`config.mk`:
```
export PLATFORM = sky130hd
export DESIGN_NAME = pfrm_fault_manager
export DESIGN_NICKNAME = d
export VERILOG_FILES = /design/src/shared/pfrm_pkg.sv /design/src/core/pfrm_fault_manager.sv
export SDC_FILE = /design/constraint.sdc
export NUM_CORES = 1
export LEC_CHECK = 0
export ABC_AREA = 1
export BUFFER_PORTS_ARGS = -buffer_cell sky130_fd_sc_hd__clkbuf_2
export CAP_MARGIN = 10
export CELL_PAD_IN_SITES_DETAIL_PLACEMENT = 0
export CELL_PAD_IN_SITES_GLOBAL_PLACEMENT = 2
export CORE_MARGIN = 2
export CORE_UTILIZATION = 37
export CTS_BUF_LIST = sky130_fd_sc_hd__clkbuf_4
export DETAILED_ROUTE_END_ITERATION = 8
export GPL_TIMING_DRIVEN = 0
export PLACE_DENSITY_LB_ADDON = 0.05
export REMOVE_ABC_BUFFERS = 1
export SETUP_SLACK_MARGIN = 0.2
export SLEW_MARGIN = 10
export SYNTH_ARGS = -nofsm -noshare
export SYNTH_HDL_FRONTEND = slang
export SYNTH_SLANG_ARGS = --single-unit
```
`constraint.sdc`:
```
create_clock -name mclk_i -period 1.4 [get_ports mclk_i]
set_input_delay 0.28 -clock mclk_i [delete_from_list [all_inputs] [get_ports mclk_i]]
set_output_delay 0.28 -clock mclk_i [all_outputs]
set_load 0.02 [all_outputs]
```
`src/shared/pfrm_pkg.sv`:
```
package pfrm_pkg;
    // ========================================================
    // Timing
    // ========================================================
    localparam int CLK_PERIOD_NS = 4;
    // Overvoltage filter, leading-edge blanking, brown-out deglitch
    localparam int OV_FILT_TIME_NS = 1000;
    localparam int LEB_TIME_NS = 200;
    localparam int BO_DEGLITCH_TIME_NS = 50000000;
    // Least times round up to whole cycles
    localparam int OV_FILT_CYC =
        (OV_FILT_TIME_NS + CLK_PERIOD_NS - 1) / CLK_PERIOD_NS;
    localparam int LEB_CYC = (LEB_TIME_NS + CLK_PERIOD_NS - 1) / CLK_PERIOD_NS;
    localparam int BO_DEGLITCH_CYC =
        (BO_DEGLITCH_TIME_NS + CLK_PERIOD_NS - 1) / CLK_PERIOD_NS;
    // Supply cycles of one hiccup
    localparam int RESTART_CYCLES = 6;
    localparam int CNT_W = 24;
    localparam int RST_CNT_W = 3;

    // ========================================================
    // Types
    // ========================================================
    typedef enum logic [2:0] {
        ST_WAIT_BROWN_IN,
        ST_SOFT_START,
        ST_RUN,
        ST_FAULT_AUTO,
        ST_FAULT_LATCH,
        ST_COND_WAIT,
        ST_COND_CYCLE
    } pfrm_state_e;

    // Digitised comparator and fault-cause levels from the pins
    typedef struct packed {
        logic supply_above_off;  // primary_supply above off level
        logic supply_at_on;      // primary_supply reached on level
        logic soft_start_end;    // soft_start_end_level reached
        logic secondary_active;  // activity seen from secondary
        logic ov_voltage;        // overvoltage_voltage_threshold cmp
        logic ov_current;        // overvoltage_current_threshold cmp
        logic high_side_on;      // high_side_switch conducting
        logic above_brown_in;    // above brown_in_peak_level
        logic below_brown_out;   // below brown_out_peak_level
        logic over_clamp;        // above peak_current_clamp_level
        logic xcap_discharge;    // input capacitor discharge fault
        logic auto_cause;        // other auto-restart fault cause
        logic cond_cause;        // conditioned-restart fault cause
        logic latch_cause;       // latched fault cause
    } pfrm_cmp_s;
endpackage

```
`src/core/pfrm_fault_manager.sv`:
```
`timescale 1ns/1ps
module pfrm_fault_manager #(
    parameter int BO_DG_CYC = pfrm_pkg::BO_DEGLITCH_CYC
) (
    input wire logic mclk_i,
    input wire logic rst_b_i,
    input wire pfrm_pkg::pfrm_cmp_s cmp_i,
    input wire logic low_side_req_i,
    output logic switching_en_o,
    output logic low_side_gate_cmd_o,
    output logic hv_startup_en_o,
    output logic fault_auto_o,
    output logic fault_latched_o,
    output logic fault_cond_o
);
    // ========================================================
    // Pin synchronisers
    // ========================================================
    pfrm_pkg::pfrm_cmp_s sync1_r;
    pfrm_pkg::pfrm_cmp_s cmp_r;

    // Every comparator level crosses two flops before use
    always_ff @(posedge mclk_i or negedge rst_b_i) begin
        if (!rst_b_i) begin
            sync1_r <= '0;
            cmp_r <= '0;
        end else begin
            sync1_r <= cmp_i;
            cmp_r <= sync1_r;
        end
    end

    // ========================================================
    // Sequencer state
    // ========================================================
    pfrm_pkg::pfrm_state_e state_r, state_nxt;
    logic [pfrm_pkg::RST_CNT_W-1:0] rst_cnt_r, rst_cnt_nxt;
    logic [pfrm_pkg::CNT_W-1:0] ov_cnt_r, ov_cnt_nxt;
    logic [pfrm_pkg::CNT_W-1:0] bo_cnt_r, bo_cnt_nxt;
    logic [pfrm_pkg::CNT_W-1:0] leb_cnt_r, leb_cnt_nxt;
    logic armed_r, armed_nxt;
    logic on_prev_r, on_prev_nxt;
    logic hv_r, hv_nxt;
    logic lon_r, lon_nxt;
    logic cut_r, cut_nxt;
    logic cycle_evt, ov_act, ov_trip, bo_trip, mains_lost;
    logic sw_on, in_fault, ssto, uvlo;

    // Saturating increment shared by all interval counters
    function automatic logic [pfrm_pkg::CNT_W-1:0] sat_inc(
        input logic [pfrm_pkg::CNT_W-1:0] v,
        input logic [pfrm_pkg::CNT_W-1:0] lim);
        sat_inc = (v >= lim) ? lim : v + 1'b1;
    endfunction

    localparam logic [pfrm_pkg::CNT_W-1:0] OV_LIM =
        pfrm_pkg::CNT_W'(pfrm_pkg::OV_FILT_CYC);
    localparam logic [pfrm_pkg::CNT_W-1:0] BO_LIM =
        pfrm_pkg::CNT_W'(BO_DG_CYC);
    localparam logic [pfrm_pkg::CNT_W-1:0] LEB_LIM =
        pfrm_pkg::CNT_W'(pfrm_pkg::LEB_CYC);
    localparam logic [pfrm_pkg::RST_CNT_W-1:0] RST_LAST =
        pfrm_pkg::RST_CNT_W'(pfrm_pkg::RESTART_CYCLES - 1);

    // Next-state logic for the whole sequencer
    always_comb begin
        state_nxt = state_r;
        rst_cnt_nxt = rst_cnt_r;
        on_prev_nxt = cmp_r.supply_at_on;
        sw_on = (state_r == pfrm_pkg::ST_SOFT_START) ||
                (state_r == pfrm_pkg::ST_RUN);
        in_fault = !sw_on && (state_r != pfrm_pkg::ST_WAIT_BROWN_IN);
        // A supply cycle is a fall below off, then a rise to on
        cycle_evt = armed_r && cmp_r.supply_at_on && !on_prev_r;
        armed_nxt = armed_r;
        if (!cmp_r.supply_above_off) begin
            armed_nxt = 1'b1;
        end else if (cycle_evt) begin
            armed_nxt = 1'b0;
        end
        // startup pulsing
        // Startup generator recharges from off level up to on level
        hv_nxt = 1'b0;
        if (in_fault) begin
            if (!cmp_r.supply_above_off) begin
                hv_nxt = 1'b1;
            end else if (cmp_r.supply_at_on) begin
                hv_nxt = 1'b0;
            end else begin
                hv_nxt = hv_r;
            end
        end
        // voltage or current threshold
        // Either winding style may trip; sampled in high-side on-time
        ov_act = (state_r == pfrm_pkg::ST_SOFT_START) &&
                 cmp_r.high_side_on &&
                 (cmp_r.ov_voltage || cmp_r.ov_current);
        ov_cnt_nxt = ov_act ? sat_inc(ov_cnt_r, OV_LIM) : '0;
        ov_trip = ov_act && (ov_cnt_r == OV_LIM);
        bo_cnt_nxt = cmp_r.below_brown_out ? sat_inc(bo_cnt_r, BO_LIM) : '0;
        bo_trip = cmp_r.below_brown_out && (bo_cnt_r == BO_LIM);
        mains_lost = bo_trip || cmp_r.xcap_discharge;
        ssto = cmp_r.soft_start_end && !cmp_r.secondary_active;
        uvlo = !cmp_r.supply_above_off;
        unique case (state_r)
            pfrm_pkg::ST_WAIT_BROWN_IN: begin
                rst_cnt_nxt = '0;
                if (cmp_r.above_brown_in) begin
                    state_nxt = pfrm_pkg::ST_SOFT_START;
                end
            end
            pfrm_pkg::ST_SOFT_START, pfrm_pkg::ST_RUN: begin
                rst_cnt_nxt = '0;
                if (cmp_r.latch_cause) begin
                    state_nxt = pfrm_pkg::ST_FAULT_LATCH;
                end else if (cmp_r.cond_cause) begin
                    state_nxt = pfrm_pkg::ST_COND_WAIT;
                end else if (cmp_r.auto_cause || uvlo ||
                             (state_r == pfrm_pkg::ST_SOFT_START &&
                              (ov_trip || ssto))) begin
                    state_nxt = pfrm_pkg::ST_FAULT_AUTO;
                end else if (state_r == pfrm_pkg::ST_SOFT_START &&
                             cmp_r.secondary_active) begin
                    // Secondary now owns conversion; OV check retires
                    state_nxt = pfrm_pkg::ST_RUN;
                end
            end
            pfrm_pkg::ST_FAULT_AUTO: begin
                if (cycle_evt) begin
                    if (rst_cnt_r == RST_LAST) begin
                        state_nxt = pfrm_pkg::ST_SOFT_START;
                        rst_cnt_nxt = '0;
                    end else begin
                        rst_cnt_nxt = rst_cnt_r + 1'b1;
                    end
                end
            end
            pfrm_pkg::ST_FAULT_LATCH: begin
                state_nxt = pfrm_pkg::ST_FAULT_LATCH;
            end
            pfrm_pkg::ST_COND_WAIT: begin
                // wait cause gone, then demand a fresh fall
                if (!cmp_r.cond_cause) begin
                    state_nxt = pfrm_pkg::ST_COND_CYCLE;
                    armed_nxt = !cmp_r.supply_above_off;
                end
            end
            pfrm_pkg::ST_COND_CYCLE: begin
                if (cmp_r.cond_cause) begin
                    state_nxt = pfrm_pkg::ST_COND_WAIT;
                end else if (cycle_evt) begin
                    state_nxt = pfrm_pkg::ST_SOFT_START;
                end
            end
            default: begin
                state_nxt = pfrm_pkg::ST_WAIT_BROWN_IN;
            end
        endcase
        // mains loss clears every stored fault
        if (mains_lost) begin
            state_nxt = pfrm_pkg::ST_WAIT_BROWN_IN;
            rst_cnt_nxt = '0;
        end
        leb_cnt_nxt = low_side_req_i ? sat_inc(leb_cnt_r, LEB_LIM) : '0;
        cut_nxt = low_side_req_i &&
                  (cut_r || (leb_cnt_r == LEB_LIM && cmp_r.over_clamp));
        lon_nxt = sw_on && low_side_req_i && !cut_nxt;
    end

    // Registers only
    always_ff @(posedge mclk_i or negedge rst_b_i) begin
        if (!rst_b_i) begin
            state_r <= pfrm_pkg::ST_WAIT_BROWN_IN;
            rst_cnt_r <= '0;
            ov_cnt_r <= '0;
            bo_cnt_r <= '0;
            leb_cnt_r <= '0;
            armed_r <= 1'b0;
            on_prev_r <= 1'b0;
            hv_r <= 1'b0;
            lon_r <= 1'b0;
            cut_r <= 1'b0;
        end else begin
            state_r <= state_nxt;
            rst_cnt_r <= rst_cnt_nxt;
            ov_cnt_r <= ov_cnt_nxt;
            bo_cnt_r <= bo_cnt_nxt;
            leb_cnt_r <= leb_cnt_nxt;
            armed_r <= armed_nxt;
            on_prev_r <= on_prev_nxt;
            hv_r <= hv_nxt;
            lon_r <= lon_nxt;
            cut_r <= cut_nxt;
        end
    end

    // Status outputs straight from the state register; gate and startup commands from lon_r and hv_r
    assign switching_en_o = (state_r == pfrm_pkg::ST_SOFT_START) ||
                            (state_r == pfrm_pkg::ST_RUN);
    assign low_side_gate_cmd_o = lon_r;
    assign hv_startup_en_o = hv_r;
    assign fault_auto_o = (state_r == pfrm_pkg::ST_FAULT_AUTO);
    assign fault_latched_o = (state_r == pfrm_pkg::ST_FAULT_LATCH);
    assign fault_cond_o = (state_r == pfrm_pkg::ST_COND_WAIT) ||
                          (state_r == pfrm_pkg::ST_COND_CYCLE);
endmodule // pfrm_fault_manager

```
==> impl_metrics.py <==
metrics = {
    "status": {
        "outcome": "complete, but fails checks",
        "violations": "negative setup slack",
    },
    "clocking": {
        "cts_max_path_buffers": 2,
        "cts_buffers": 9,
        "cts_max_level": 3,
        "cts_tree": "yes",
        "clk_pin_slew_ns": 0.16,
        "clk_latency_ns": 0.48,
        "cts_sinks": 111,
        "cts_root_buf": "clkbuf_4",
    },
    "worst_setup_path": {
        "start_kind": "flop",
        "ff2ff_path_depth": 10,
        "arrival_ns": 1.55,
        "path_max_fanout": 4,
        "setup.worst_path.start": "state_r[1]$_DFFE_PN0P_",
        "end_kind": "output port",
        "critical_path_class": "flop to output port",
        "cp.required_ns": 1.12,
        "r2r_start": "bo_cnt_r[0]$_DFF_PN0_",
    },
    "floorplanning": {
        "die_h_um": 115,
        "core.rowCount": 40,
        "die_x_um": 115,
        "core_mm2": 0.0121,
        "start_util_pct": 38.0,
        "dieArea_mm2": 0.0133,
        "ioPinCount": 23,
    },
    "drt": {
        "finalWirelength_um": 9210,
        "via_per_inst": 4.37,
        "avgRoutedWirePerCell_um": 12.2,
        "ant_nets": 0,
        "firstDrtPassIters": 4,
        "dr_total_vias": 3301,
        "drc": 0,
        "drtIter0Drc": 136,
    },
    "sta": {
        "setup_viol": 34,
        "skew_ns": 0.00798,
        "timing.setup.tns_ns": -6.70,
        "max_slew_margin_pct": 61.3,
        "rsz0062_at_grt": "true",
        "drv_slew": 0,
        "max_freq_mhz": 545,
        "period_minus_slack_ns": 1.83,
        "finalHoldViolCount": 0,
        "worst_slew_pin_slew_ns": 0.575,
        "hold_ws_ns": 0.0906,
        "setup_slack_ns": -0.434,
        "period_share_pct": 131,
    },
    "grt": {
        "grt_usage_pct": 15.3,
        "grt_pass1_vias": 3227,
        "grt_max_degree": 66,
        "grt_antenna_before_repair": 0,
        "grt-ovfl-total": 0,
        "grt_pass1_wl_um": 15600,
    },
    "finish": {
        "instances_no_fill": 756,
        "fin_nets": 606,
        "drive_above_1_share_pct": 34.7,
        "diodes": 0,
        "final_util_pct": 51.5,
        "final_common_cell": "dfrtp_1",
        "area_delta_synth_final_pct": 35.6,
        "most-common-layout-cells": "104 x dfrtp_1, 54 x nand2_1, 51 x inv_1",
        "fill_cells": 1106,
    },
    "synth": {
        "syn_avg_cell_area_um2": 9.85,
        "netlist-cell-type-count": 40,
        "synth_area_mm2": 0.00458,
        "synth_edf_count": 0,
        "syn_inst": 465,
        "ys_seq_area_share_pct": 60.6,
        "ys.flop_type": "dfrtp_1",
        "synthArstFlopShare_pct": 100,
        "ys.warnings.count": 0,
        "synth-seq-cells": 111,
    },
    "place": {
        "dp.cells": 686,
        "post-dp-hpwl_um": 5760,
        "place.gp.congestion": 0.743,
        "port_buffers": 22,
    },
    "hold_path": {
        "hold_depth": 3,
        "min_from": "low_side_req_i",
        "hold_path.class": "primary input to flop",
    },
    "power_and_ir_drop": {
        "fin_total_pwr_mw": 6.66,
        "peakVddDrop_uv": 511,
        "cellLeakagePower_nw": 2.89,
        "p_per_area_mw_per_mm2": 1070,
    },
    "run": {
        "drv_cap": 0,
    },
}
[final cells by class]
class	instances	area [um2]	area share, %
multi-input combinational	318	2130	34.3
tap	168	210	3.38
clock buffer	10	75.1	1.21
sequential	111	2790	44.8
clock inverter	6	51.3	0.826
inverter	66	255	4.11
timing repair buffer	77	703	11.3
[worst max-delay path, cell delays in order (launching register included)]
cell and delay (ns):
dfrtp_1 0.43, inv_2 0.07, or2_4 0.26, o21ai_2 0.15, clkbuf_8 0.16
[flip-flops by register name, indices dropped and copies added, names as in the netlist]
name                 flops
rst_cnt_r                3
cmp_r                   13
cut_r                    1
hv_startup_en_o          1
on_prev_r                1
leb_cnt_r               24
ov_cnt_r                24
armed_r                  1
state_r                  3
bo_cnt_r                24
on_prev_nxt              1
low_side_gate_cmd_o      1
sync1_r                 14
[stage by stage]
stage	cell area, um2	worst slack [ns]
floorplan	4690	-0.198
global placement	5010	-1.53
detailed placement	5050	-0.654
CTS	5930	-0.426
global route	6210	-0.535
finish	6210	-0.434
[timing repair]
item,4_1_cts,5_1_grt
hold buffers,15,0
endpoints found under the setup margin,52,53
pin swaps,33,18
resized for setup,115,55
gates cloned,1,0
setup buffers,30,8
endpoints found under the hold margin,60,0
[Yosys cell counts (2+ instances only)]
library cell | number | share of area [%]
a31oi_1 | 5 | 0.68
nor2_4 | 4 | 0.98
inv_2 | 2 | 0.16
nor2_2 | 4 | 0.55
o21ai_0 | 17 | 1.9
ha_1 | 6 | 1.6
dfrtp_1 | 111 | 61
nor3_1 | 16 | 1.7
nor4_1 | 7 | 0.96
and2_1 | 4 | 0.55
nand3b_1 | 3 | 0.49
nand4_1 | 8 | 1.1
clkbuf_1 | 2 | 0.16
or2_1 | 2 | 0.27
nand2_1 | 67 | 5.5
a21oi_1 | 16 | 1.7
nand2_2 | 9 | 1.2
nand3_1 | 20 | 2.2
inv_1 | 64 | 5.2
xnor2_1 | 9 | 1.7
o21ai_1 | 2 | 0.22
nor2_1 | 61 | 5.0
xor2_1 | 9 | 1.7
[layer usage]
metal / global-route usage (%) / vias up / wire [um]
li1: - / 1688 / -
met1: 19.2 / 1573 / 4110
met2: 25.3 / 24 / 4690
met3: 4.59 / 16 / 246
met4: 5.46 / 0 / 161
met5: 0 / - / 0
[path summary, 6_finish.rpt]
path	slack, ns	end
setup reg to reg	-0.40	rst_cnt_r[1]$_DFFE_PN0P_
hold reg to reg	0.37	cmp_r[4]$_DFF_PN0_
setup / recovery	-0.43	fault_cond_o
max in group asynchronous	0.48	ov_cnt_r[1]$_DFF_PN0_
min in group asynchronous	0.28	ov_cnt_r[5]$_DFF_PN0_
hold / removal	0.09	leb_cnt_r[4]$_DFF_PN0_
[kinds of logic after synthesis]
kind of cell / count (synthesis) / share of synthesized area, %
buffers and inverters: 69 / 5.74
xor gates and xnor gates: 18 / 3.44
DFF: 111 / 60.6
adders and majority gates: 6 / 1.64
other: 1 / 0.0819
AOI/OAI and AO/OA: 47 / 5.74
and+or+nand+nor: 213 / 22.7
[power breakdown]
group | leakage (nW) | internal, mW | switching (mW)
Sequential | 1.38 | 3.42 | 0.170
Clock | 0.0737 | 0.419 | 1.07
Combinational | 1.44 | 0.695 | 0.889
Power figures use the tool's default switching activity.
